<file path="config.mk">
export PLATFORM = sky130hd
export DESIGN_NAME = tdf_training_fifo
export DESIGN_NICKNAME = d
export VERILOG_FILES = /design/src/rtl/tdf_pkg.sv /design/src/rtl/tdf_store_if.sv /design/src/rtl/tdf_sync.sv /design/src/rtl/tdf_store.sv /design/src/rtl/tdf_training_fifo.sv
export SDC_FILE = /design/constraint.sdc
export NUM_CORES = 2
export LEC_CHECK = 0
export BUFFER_PORTS_ARGS = -buffer_cell sky130_fd_sc_hd__buf_2
export CORE_MARGIN = 5
export CORE_UTILIZATION = 70
export CTS_BUF_LIST = sky130_fd_sc_hd__clkbuf_8
export CTS_CLUSTER_DIAMETER = 50
export DETAILED_ROUTE_END_ITERATION = 10
export GPL_ROUTABILITY_DRIVEN = 0
export PLACE_DENSITY_LB_ADDON = 0.2
export SETUP_SLACK_MARGIN = 0.05
export SKIP_CTS_REPAIR_TIMING = 1
export SLEW_MARGIN = 20
export SYNTH_ARGS = -nofsm -noshare
export SYNTH_HDL_FRONTEND = slang
export SYNTH_HIERARCHICAL = 1
export SYNTH_SLANG_ARGS = --single-unit
</file>
<file path="constraint.sdc">
create_clock -name clk -period 14.8 [get_ports clk]
set_input_delay 2.96 -clock clk [delete_from_list [all_inputs] [get_ports clk]]
set_output_delay 2.96 -clock clk [all_outputs]
set_load 0.02 [all_outputs]
</file>
<file path="src/rtl/tdf_pkg.sv">
`default_nettype none
package tdf_pkg;
  // ****************************************************************
  // Training queue geometry
  // ****************************************************************
  localparam int FIFO_DEPTH = 6;
  localparam int PTR_W = 3;
  localparam int BURST_LEN = 8;
  localparam int BEAT_W = 3;
  localparam int BEATS_PER_CK = 4;
  localparam int WORD_W = 40;
  localparam int SCR_W = 10;
  localparam int LINK_W = 54;
  localparam int SCHED_W = 32;
  localparam int NUM_ENG = 3;
  localparam int ENG_DATA = 0;
  localparam int ENG_EDC = 1;
  localparam int ENG_WR = 2;
  // Word layout in the queue: data pins, inversion flags, error detect.
  localparam int DQ_LSB = 0;
  localparam int DBI_LSB = 32;
  localparam int EDC_LSB = 36;

  // ****************************************************************
  // Register map and fields
  // ****************************************************************
  localparam logic [7:0] REG_CTRL = 8'h00;
  localparam logic [7:0] REG_LAT = 8'h04;
  localparam logic [7:0] REG_STAT = 8'h08;
  localparam logic [7:0] REG_ID = 8'h0c;
  localparam int CTRL_RINV = 0;
  localparam int CTRL_WINV = 1;
  localparam int CTRL_RCHK = 2;
  localparam int CTRL_WCHK = 3;
  localparam int CTRL_RSTRB = 4;
  localparam int CTRL_TERM = 5;
  localparam int CTRL_HOLD = 8;
  localparam int LAT_COL = 0;
  localparam int LAT_CRD = 8;
  localparam int LAT_WR = 16;
  localparam int STAT_WPTR = 0;
  localparam int STAT_RPTR = 4;
  localparam int STAT_SCR = 8;
  localparam int STAT_ORDER = 12;
  localparam int STAT_MASK = 16;
  localparam int ID_DEPTH = 0;
  localparam int ID_CODE = 8;
  localparam logic [31:0] CTRL_RST = 32'h0000_0020;
  localparam logic [31:0] LAT_RST = 32'h0003_0104;
endpackage : tdf_pkg
`default_nettype wire

</file>
<file path="src/rtl/tdf_store_if.sv">
`timescale 1ns/1ps
`default_nettype none
// Carries the write and read ports of the training queue storage.
interface tdf_store_if;
  import tdf_pkg::*;
  logic commitEn;
  logic [PTR_W-1:0] commitStage;
  logic [BURST_LEN-1:0][WORD_W-1:0] commitData;
  logic beatWrEn;
  logic [PTR_W-1:0] beatStage;
  logic [BEAT_W-1:0] beatIdx;
  logic [WORD_W-1:0] beatWord;
  logic [PTR_W-1:0] rdStageA;
  logic [BEAT_W-1:0] rdBeatA;
  logic [WORD_W-1:0] rdWordA;
  logic [PTR_W-1:0] rdStageB;
  logic [BEAT_W-1:0] rdBeatB;
  logic [WORD_W-1:0] rdWordB;
  modport ctl(output commitEn, commitStage, commitData, beatWrEn, beatStage,
    beatIdx, beatWord, rdStageA, rdBeatA, rdStageB, rdBeatB,
    input rdWordA, rdWordB);
  modport mem(input commitEn, commitStage, commitData, beatWrEn, beatStage,
    beatIdx, beatWord, rdStageA, rdBeatA, rdStageB, rdBeatB,
    output rdWordA, rdWordB);
endinterface : tdf_store_if
`default_nettype wire

</file>
<file path="src/rtl/tdf_sync.sv">
`timescale 1ns/1ps
`default_nettype none
// Three-stage pin synchroniser; a bit changes once stages two and three agree.
module tdf_sync #(
  parameter int W = 1
) (
  input wire logic clk,
  input wire logic rst_b,
  input wire logic ce,
  input wire logic [W-1:0] din,
  output logic [W-1:0] dout
);
  logic [W-1:0] s1_r, s2_r, s3_r, q_r, q_nxt;

  // Bits where the last two stages differ keep their old value.
  always_comb begin
    q_nxt = (s3_r & ~(s2_r ^ s3_r)) | (q_r & (s2_r ^ s3_r));
  end

  // The first stage is read only by the second.
  always_ff @(posedge clk or negedge rst_b) begin
    if (!rst_b) begin
      s1_r <= '0;
      s2_r <= '0;
      s3_r <= '0;
      q_r <= '0;
    end else if (ce) begin
      s1_r <= din;
      s2_r <= s1_r;
      s3_r <= s2_r;
      q_r <= q_nxt;
    end
  end

  assign dout = q_r;
endmodule : tdf_sync
`default_nettype wire

</file>
<file path="src/rtl/tdf_store.sv">
`timescale 1ns/1ps
`default_nettype none
// Storage of the training queue: stages of eight beat words each.
module tdf_store
  import tdf_pkg::*;
(
  input wire logic clk,
  tdf_store_if.mem st
);
  logic [WORD_W-1:0] mem [FIFO_DEPTH*BURST_LEN];

  // Maps a stage and a beat onto a word of the array.
  function automatic int wordIdx(logic [PTR_W-1:0] s, logic [BEAT_W-1:0] b);
    return int'(s) * BURST_LEN + int'(b);
  endfunction : wordIdx

  // A commit writes a whole stage; otherwise a single beat may be written.
  always_ff @(posedge clk) begin
    if (st.commitEn) begin
      for (int b = 0; b < BURST_LEN; b++) begin
        mem[wordIdx(st.commitStage, BEAT_W'(b))] <= st.commitData[b];
      end
    end else if (st.beatWrEn) begin
      mem[wordIdx(st.beatStage, st.beatIdx)] <= st.beatWord;
    end
  end

  // Two independent read ports, one for data beats and one for detect bits.
  assign st.rdWordA = mem[wordIdx(st.rdStageA, st.rdBeatA)];
  assign st.rdWordB = mem[wordIdx(st.rdStageB, st.rdBeatB)];
endmodule : tdf_store
`default_nettype wire

</file>
<file path="src/rtl/tdf_training_fifo.sv">
`timescale 1ns/1ps
`default_nettype none
module tdf_training_fifo
  import tdf_pkg::*;
#(
  parameter logic [7:0] VENDOR_CODE = 8'h5a // Arbitrary identity value.
) (
  input wire logic clk,
  input wire logic rst_b,
  input wire logic ce,
  input wire logic wbCyc,
  input wire logic wbStb,
  input wire logic wbWe,
  input wire logic [7:0] wbAdr,
  input wire logic [3:0] wbSel,
  input wire logic [31:0] wbDatI,
  output logic [31:0] wbDatO,
  output logic wbAck,
  input wire logic ckPin,
  input wire logic loadFifoCmdPin,
  input wire logic readTrainingCmdPin,
  input wire logic writeTrainingCmdPin,
  input wire logic [9:0] addrPin,
  input wire logic [3:0] burstPositionSelectPin,
  input wire logic [31:0] dqIn,
  input wire logic [3:0] inversionFlagIn,
  output logic [31:0] dqOut,
  output logic dqOe,
  output logic [3:0] inversionFlagOut,
  output logic inversionFlagOe,
  output logic [3:0] errorDetectOut,
  output logic errorDetectOe,
  output logic termOn
);
  // ****************************************************************
  // Declarations
  // ****************************************************************
  logic [LINK_W-1:0] linkS;
  logic ckS, loadFifoCmd, readTrainingCmd, writeTrainingCmd;
  logic [9:0] addrS;
  logic [3:0] bankS;
  logic [31:0] dqS;
  logic [3:0] flagS;
  logic ckPrev_r, ckRise, tick;
  logic [7:0] perCnt_r, perCnt_nxt, perLen_r, perLen_nxt, pc1, quarter;
  logic [NUM_ENG-1:0] engActive, engStart, engDone;
  logic [NUM_ENG-1:0][BEAT_W-1:0] engBeat;
  logic [31:0] ctrl_r, ctrl_nxt, lat_r, lat_nxt, wbDatO_r, wbDatO_nxt;
  logic wbAck_r, wbAck_nxt, wbReq, wbWr, statClr;
  logic [PTR_W-1:0] wrPtr_r, wrPtr_nxt, dataPtr_r, dataPtr_nxt;
  logic [PTR_W-1:0] edcPtr_r, edcPtr_nxt;
  logic [BURST_LEN-1:0][SCR_W-1:0] scratch_r, scratch_nxt;
  logic [BURST_LEN-1:0] loadMask_r, loadMask_nxt;
  logic scratchValid_r, scratchValid_nxt, orderErr_r, orderErr_nxt;
  logic [SCR_W-1:0] loadByte;
  logic [BEAT_W-1:0] loadPos;
  logic loadSeven, postOnes_r, postOnes_nxt;
  logic readInvEn, writeInvEn, readChkEn, readStrobeMode, termEnable;
  logic [3:0] holdPattern;
  logic [31:0] dqOut_r, dqOut_nxt;
  logic [3:0] flagOut_r, flagOut_nxt, edcOut_r, edcOut_nxt;
  logic dqOe_r, dqOe_nxt, flagOe_r, flagOe_nxt, edcOe_r, edcOe_nxt;
  logic termOn_r, termOn_nxt;
  tdf_store_if st ();

  // ****************************************************************
  // Functions
  // ****************************************************************
  // Steps a queue pointer and wraps it at the depth.
  function automatic logic [PTR_W-1:0] ptrInc(logic [PTR_W-1:0] p);
    return (p == PTR_W'(FIFO_DEPTH - 1)) ? '0 : p + PTR_W'(1);
  endfunction : ptrInc

  // Start delay of each engine in link clocks, never below one.
  function automatic logic [4:0] engDelay(logic [31:0] lat, int e);
    logic [5:0] s;
    s = {1'b0, lat[LAT_COL +: 5]};
    if (e == ENG_EDC) s = s + {1'b0, lat[LAT_CRD +: 5]};
    if (e == ENG_WR) s = {1'b0, lat[LAT_WR +: 5]};
    if (s == 6'h00) return 5'h01;
    if (s > 6'h1f) return 5'h1f;
    return s[4:0];
  endfunction : engDelay

  // Merges written bytes into a register under the byte selects.
  function automatic logic [31:0] byteMerge(logic [31:0] old,
      logic [31:0] val, logic [3:0] sel);
    logic [31:0] r;
    r = old;
    for (int i = 0; i < 4; i++) begin
      if (sel[i]) r[i*8 +: 8] = val[i*8 +: 8];
    end
    return r;
  endfunction : byteMerge

  // ****************************************************************
  // Link inputs and beat timing
  // ****************************************************************
  tdf_sync #(.W(LINK_W)) u_sync (
    .clk(clk),
    .rst_b(rst_b),
    .ce(ce),
    .din({ckPin, loadFifoCmdPin, readTrainingCmdPin, writeTrainingCmdPin,
      addrPin, burstPositionSelectPin, dqIn, inversionFlagIn}),
    .dout(linkS)
  );
  assign ckS = linkS[53];
  assign loadFifoCmd = linkS[52];
  assign readTrainingCmd = linkS[51];
  assign writeTrainingCmd = linkS[50];
  assign addrS = linkS[49:40];
  assign bankS = linkS[39:36];
  assign dqS = linkS[35:4];
  assign flagS = linkS[3:0];

  // Measures the link period and splits it into four beat ticks.
  always_comb begin
    ckRise = ckS & ~ckPrev_r;
    pc1 = perCnt_r + 8'h01;
    quarter = {2'b00, perLen_r[7:2]};
    tick = ckRise | ((quarter != 8'h00) & ((pc1 == quarter)
      | (pc1 == (quarter << 1)) | (pc1 == quarter + (quarter << 1))));
    perLen_nxt = ckRise ? pc1 : perLen_r;
    perCnt_nxt = ckRise ? 8'h00 : ((perCnt_r == 8'hff) ? perCnt_r : pc1);
  end

  always_ff @(posedge clk or negedge rst_b) begin
    if (!rst_b) begin
      ckPrev_r <= 1'b0;
      perCnt_r <= 8'h00;
      perLen_r <= 8'h00;
    end else if (ce) begin
      ckPrev_r <= ckS;
      perCnt_r <= perCnt_nxt;
      perLen_r <= perLen_nxt;
    end
  end

  // ****************************************************************
  // Burst engines: read data, read detect bits, write training
  // ****************************************************************
  for (genvar e = 0; e < NUM_ENG; e++) begin : g_eng
    logic [SCHED_W-1:0] sched_r, sched_nxt;
    logic act_r, act_nxt;
    logic [BEAT_W-1:0] beat_r, beat_nxt;
    logic trig;
    logic [4:0] dly;
    assign trig = ckRise & ((e == ENG_WR) ? writeTrainingCmd
      : readTrainingCmd);
    assign dly = engDelay(lat_r, e);
    assign engStart[e] = ckRise & sched_r[0];
    assign engDone[e] = tick & act_r & (beat_r == BEAT_W'(BURST_LEN - 1));
    assign engActive[e] = act_r;
    assign engBeat[e] = beat_r;

    // A restart on the last beat's closing tick joins bursts with no gap.
    always_comb begin
      sched_nxt = sched_r;
      if (ckRise) begin
        sched_nxt = sched_r >> 1;
        if (trig) sched_nxt[dly - 5'h01] = 1'b1;
      end
      act_nxt = act_r;
      beat_nxt = beat_r;
      if (engStart[e]) begin
        act_nxt = 1'b1;
        beat_nxt = '0;
      end else if (engDone[e]) begin
        act_nxt = 1'b0;
      end else if (tick & act_r) begin
        beat_nxt = beat_r + BEAT_W'(1);
      end
    end

    always_ff @(posedge clk or negedge rst_b) begin
      if (!rst_b) begin
        sched_r <= '0;
        act_r <= 1'b0;
        beat_r <= '0;
      end else if (ce) begin
        sched_r <= sched_nxt;
        act_r <= act_nxt;
        beat_r <= beat_nxt;
      end
    end
  end

  // ****************************************************************
  // Load path, scratch pattern and queue pointers
  // ****************************************************************
  assign loadByte = {bankS[3], addrS[9], addrS[7:0]};
  assign loadPos = bankS[BEAT_W-1:0];
  assign loadSeven = ckRise & loadFifoCmd & (loadPos == BEAT_W'(7));

  // Loads fill the scratch; position seven commits it as a whole stage.
  always_comb begin
    logic [SCR_W-1:0] pat;
    pat = '0;
    scratch_nxt = scratch_r;
    loadMask_nxt = loadMask_r;
    scratchValid_nxt = scratchValid_r;
    orderErr_nxt = orderErr_r & ~statClr;
    if (ckRise & readTrainingCmd) begin
      loadMask_nxt = '0;
      scratchValid_nxt = 1'b0;
    end
    if (ckRise & loadFifoCmd) begin
      scratch_nxt[loadPos] = loadByte;
      loadMask_nxt[loadPos] = 1'b1;
      scratchValid_nxt = 1'b1;
      if (loadSeven & (loadMask_r[6:0] != 7'h7f)) orderErr_nxt = 1'b1;
    end
    st.commitEn = ce & loadSeven;
    st.commitStage = wrPtr_r;
    for (int b = 0; b < BURST_LEN; b++) begin
      pat = (b == BURST_LEN - 1) ? loadByte : scratch_r[b];
      st.commitData[b] = {{4{pat[9]}}, {4{pat[8]}}, {4{pat[7:0]}}};
    end
    st.beatWrEn = ce & tick & engActive[ENG_WR];
    st.beatStage = wrPtr_r;
    st.beatIdx = engBeat[ENG_WR];
    st.beatWord = {4'hf, writeInvEn ? flagS : 4'hf, dqS};
    st.rdStageA = dataPtr_r;
    st.rdBeatA = engBeat[ENG_DATA];
    st.rdStageB = edcPtr_r;
    st.rdBeatB = engBeat[ENG_EDC];
    wrPtr_nxt = (loadSeven | engDone[ENG_WR]) ? ptrInc(wrPtr_r) : wrPtr_r;
    dataPtr_nxt = engDone[ENG_DATA] ? ptrInc(dataPtr_r) : dataPtr_r;
    edcPtr_nxt = engDone[ENG_EDC] ? ptrInc(edcPtr_r) : edcPtr_r;
  end

  always_ff @(posedge clk or negedge rst_b) begin
    if (!rst_b) begin
      scratch_r <= '0;
      loadMask_r <= '0;
      scratchValid_r <= 1'b0;
      orderErr_r <= 1'b0;
      wrPtr_r <= '0;
      dataPtr_r <= '0;
      edcPtr_r <= '0;
    end else if (ce) begin
      scratch_r <= scratch_nxt;
      loadMask_r <= loadMask_nxt;
      scratchValid_r <= scratchValid_nxt;
      orderErr_r <= orderErr_nxt;
      wrPtr_r <= wrPtr_nxt;
      dataPtr_r <= dataPtr_nxt;
      edcPtr_r <= edcPtr_nxt;
    end
  end

  tdf_store u_store (
    .clk(clk),
    .st(st.mem)
  );

  // ****************************************************************
  // Pin drive
  // ****************************************************************
  assign readInvEn = ctrl_r[CTRL_RINV];
  assign writeInvEn = ctrl_r[CTRL_WINV];
  assign readChkEn = ctrl_r[CTRL_RCHK];
  assign readStrobeMode = ctrl_r[CTRL_RSTRB];
  assign termEnable = ctrl_r[CTRL_TERM];
  assign holdPattern = ctrl_r[CTRL_HOLD +: 4];

  // Chooses burst data, the trailing ones beat, or termination.
  always_comb begin
    postOnes_nxt = tick ? (engDone[ENG_DATA] & ~engStart[ENG_DATA])
      : postOnes_r;
    dqOut_nxt = '0;
    dqOe_nxt = 1'b0;
    flagOut_nxt = '0;
    flagOe_nxt = 1'b0;
    termOn_nxt = termEnable;
    if (engActive[ENG_DATA]) begin
      dqOut_nxt = st.rdWordA[DQ_LSB +: 32];
      dqOe_nxt = 1'b1;
      termOn_nxt = 1'b0;
      flagOut_nxt = st.rdWordA[DBI_LSB +: 4];
      flagOe_nxt = readInvEn | readStrobeMode;
    end else if (postOnes_r) begin
      dqOut_nxt = '1;
      dqOe_nxt = 1'b1;
      flagOut_nxt = '1;
      flagOe_nxt = readInvEn | readStrobeMode;
      termOn_nxt = 1'b0;
    end
    edcOe_nxt = 1'b1;
    edcOut_nxt = holdPattern;
    if (readStrobeMode) begin
      edcOut_nxt = engActive[ENG_DATA] ? {4{~engBeat[ENG_DATA][0]}} : 4'h0;
    end else if (readChkEn & engActive[ENG_EDC]) begin
      edcOut_nxt = st.rdWordB[EDC_LSB +: 4];
    end
  end

  always_ff @(posedge clk or negedge rst_b) begin
    if (!rst_b) begin
      postOnes_r <= 1'b0;
      dqOut_r <= '0;
      dqOe_r <= 1'b0;
      flagOut_r <= '0;
      flagOe_r <= 1'b0;
      edcOut_r <= '0;
      edcOe_r <= 1'b0;
      termOn_r <= 1'b0;
    end else if (ce) begin
      postOnes_r <= postOnes_nxt;
      dqOut_r <= dqOut_nxt;
      dqOe_r <= dqOe_nxt;
      flagOut_r <= flagOut_nxt;
      flagOe_r <= flagOe_nxt;
      edcOut_r <= edcOut_nxt;
      edcOe_r <= edcOe_nxt;
      termOn_r <= termOn_nxt;
    end
  end

  // ****************************************************************
  // Register bus
  // ****************************************************************
  assign wbReq = wbCyc & wbStb & ~wbAck_r;
  assign wbWr = wbReq & wbWe;
  assign statClr = wbWr & (wbAdr == REG_STAT) & wbSel[1] & wbDatI[STAT_ORDER];

  // Answers each request one cycle later; unmapped reads return zero.
  always_comb begin
    wbAck_nxt = wbReq;
    ctrl_nxt = ctrl_r;
    lat_nxt = lat_r;
    wbDatO_nxt = '0;
    if (wbWr & (wbAdr == REG_CTRL)) ctrl_nxt = byteMerge(ctrl_r, wbDatI, wbSel);
    if (wbWr & (wbAdr == REG_LAT)) lat_nxt = byteMerge(lat_r, wbDatI, wbSel);
    if (wbAdr == REG_CTRL) begin
      wbDatO_nxt = ctrl_r;
    end else if (wbAdr == REG_LAT) begin
      wbDatO_nxt = lat_r;
    end else if (wbAdr == REG_STAT) begin
      wbDatO_nxt[STAT_WPTR +: PTR_W] = wrPtr_r;
      wbDatO_nxt[STAT_RPTR +: PTR_W] = dataPtr_r;
      wbDatO_nxt[STAT_SCR] = scratchValid_r;
      wbDatO_nxt[STAT_ORDER] = orderErr_r;
      wbDatO_nxt[STAT_MASK +: BURST_LEN] = loadMask_r;
    end else if (wbAdr == REG_ID) begin
      wbDatO_nxt[ID_DEPTH +: PTR_W] = PTR_W'(FIFO_DEPTH);
      wbDatO_nxt[ID_CODE +: 8] = VENDOR_CODE;
    end
    if (!wbReq) wbDatO_nxt = '0;
  end

  always_ff @(posedge clk or negedge rst_b) begin
    if (!rst_b) begin
      wbAck_r <= 1'b0;
      wbDatO_r <= '0;
      ctrl_r <= CTRL_RST;
      lat_r <= LAT_RST;
    end else if (ce) begin
      wbAck_r <= wbAck_nxt;
      wbDatO_r <= wbDatO_nxt;
      ctrl_r <= ctrl_nxt;
      lat_r <= lat_nxt;
    end
  end

  assign wbAck = wbAck_r;
  assign wbDatO = wbDatO_r;
  assign dqOut = dqOut_r;
  assign dqOe = dqOe_r;
  assign inversionFlagOut = flagOut_r;
  assign inversionFlagOe = flagOe_r;
  assign errorDetectOut = edcOut_r;
  assign errorDetectOe = edcOe_r;
  assign termOn = termOn_r;
endmodule : tdf_training_fifo
`default_nettype wire

</file>
==> reports/summary.txt <==
Synth warn - 6
# DRC - 0
Final WL - 349000 um
Largest net degree at the start of global routing - 113
Post-route setup TNS - 0 ps
Synthesis-to-layout area growth - 8.94%
Crit-path most repeated cell - buf_4
Final setup violation count - 0
Hold Path Class - reg2reg
Clock slew at reported path FFs - 60 ps
Final instance area - 125000 sq um
Leakage - 0.0511 uW
Cell Area, Synth - 114000 sq um
Crit Path Class - in2reg
Worst-path fanout max - 56
# placed instances - 11629
Peak Freq - 119 MHz
Die extent in y - 414 um
# IOs - 181
First-pass GRT wire length - 507000 um
Clock Skew - 66.4 ps
Vias in the first global route - 80569
Critical path's largest stage delay - 990 ps
Least-Margin Pin Slew - 1260 ps
H-tree Lvls - 5
Final period utilization - 56.6%
DR pass1 iterations - 8
Maxcap violations - 0
Vias - 82828
Worst EP arrival - 9070 ps
GRT Resource Usage Total - 39.8%
Initial antenna violation count - 10
DR iter-0 viols - 13466
Launch point of the worst path - ce
Root Buffer - clkbuf_8
Final Hold Vio Count - 0
Clock Path Buffers - 4
Rel. slew slack - 16.3%
Initial Utilization - 70.3%
Post-Syn Instances - 9726
Via density - 6.70
Fillcell total - 9982
Die Wd - 414 um
Peak VDD IR - 0.000318 V
# rows - 148
Worst Path Required - 15500 ps
DR WL/cell - 28.2 um
CP max stage cell - o21ai_4
Worst setup EP type - register
Final std cells w/o fill - 12364
Min-delay src - u_sync/s1_r[1]
Grt total ovfl - 0
Critical-path cell list - buf_8, buf_4, nand3_1, nand4bb_1, or4_1, nand3_2, nor2_4, nor2b_1, nor2b_4, mux2i_1, nand2_1, o21ai_4, buf_4
Layout cell share with drive strength beyond 1 - 15.1%
CTS buffer count - 406
Placed Area - 117000 sq um
Power density cells - 200 nW/um^2
Place WS - 5560 ps
Bufs and invs on worst path - 3
Clk sinks - 2486
HPWL Detailed - 197000 um
Final min period - 8370 ps
Final Max Slew Viols - 0
Setup ws final - 6430 ps
RSZ-0062 raised after global routing - no
Outcome - complete, no violations
Final #Nets - 9989
Startpoint type of the worst setup path - input pin
CORE AREA - 163000 sq um
RR Startpoint - perCnt_r[0]
Post-route ant nets - 0
DIE AREA - 172000 sq um
CP delay by family, top - simple AND/OR/NAND/NOR gates
Mean Syn Cell Area - 11.8 sq um
CTS tree - done
Worst-Skew Late Latency - 1100 ps
IO buf count - 179
Post-layout util - 76.6%
layer usage:
metal,up-vias,track usage [%],share of wire [%]
li1,34663,-,-
met1,39618,52.2,33
met2,7068,59.5,44
met3,1473,12.4,16
met4,6,23.1,7.1
met5,-,0.639,0.053
through the flow:
step                power (uW)  hold WS [ps]
global route             25800           494
finish                   24900           476
CTS                      24600           480
floorplan                16100           449
global placement         18600           444
detailed placement       19100           456
worst paths after layout:
path	depth (start not counted)	slack [ps]	end
min reg2reg	1	480	u_sync/s2_r[1]
max in group asynchronous	4	9940	scratch_r[12]
max	13	6430	u_store/mem[6][8]
min	1	480	u_sync/s2_r[1]
min in group asynchronous	1	1870	u_sync/s1_r[35]
max reg2reg	13	8160	u_store/mem[6][8]
layout by cell type (no fill, tap or decap), types with 59 or more instances in the layout:
| cell | instances |
|---|---|
| mux2_2 | 291 |
| buf_2 | 177 |
| clkbuf_8 | 448 |
| edfxtp_1 | 1920 |
| a22oi_1 | 174 |
| buf_4 | 208 |
| dfrtp_1 | 542 |
| o21ai_0 | 110 |
| mux2i_1 | 650 |
| mux4_2 | 200 |
| o22ai_1 | 91 |
| inv_1 | 242 |
| a21oi_1 | 239 |
| nand2_1 | 302 |
| nand2b_1 | 72 |
| clkinv_1 | 59 |
| a22o_1 | 135 |
| nor2_1 | 3713 |
| a221oi_1 | 83 |
| a21o_1 | 64 |
power by group:
group,total [uW],switching (uW),internal (uW)
Combinational,9150,6040,3100
Clock,5540,2710,2830
Sequential,10200,825,9390
Total,24900,9580,15300
cell type report:
cell class | count | area [sq um] | area share [%]
clock buffers | 448 | 6170 | 4.95
well taps | 2175 | 2720 | 2.18
clock inverters | 279 | 1230 | 0.990
multi-input cells | 6505 | 39700 | 31.9
diodes | 8 | 20.0 | 0.0161
repair buffers | 394 | 2610 | 2.09
inverters | 69 | 259 | 0.208
flip-flops and latches | 2486 | 71900 | 57.7
sequential cells by signal, indices dropped and copies added, names as in the netlist, 4 cells and up, named ones only:
register / flops
dqOut: 32
ctrl_r: 32
u_sync/s3_r: 53
u_sync/s2_r: 53
wbDatO: 32
lat_r: 32
perLen_r: 6
perCnt_r: 8
errorDetectOut: 4
g_eng.beat_r: 9
scratch_r: 70
g_eng.sched_r: 96
u_sync/s1_r: 53
loadMask_r: 8
inversionFlagOut: 4
u_store/mem: 1920
Note: power is estimated with default switching activity, not from simulation.
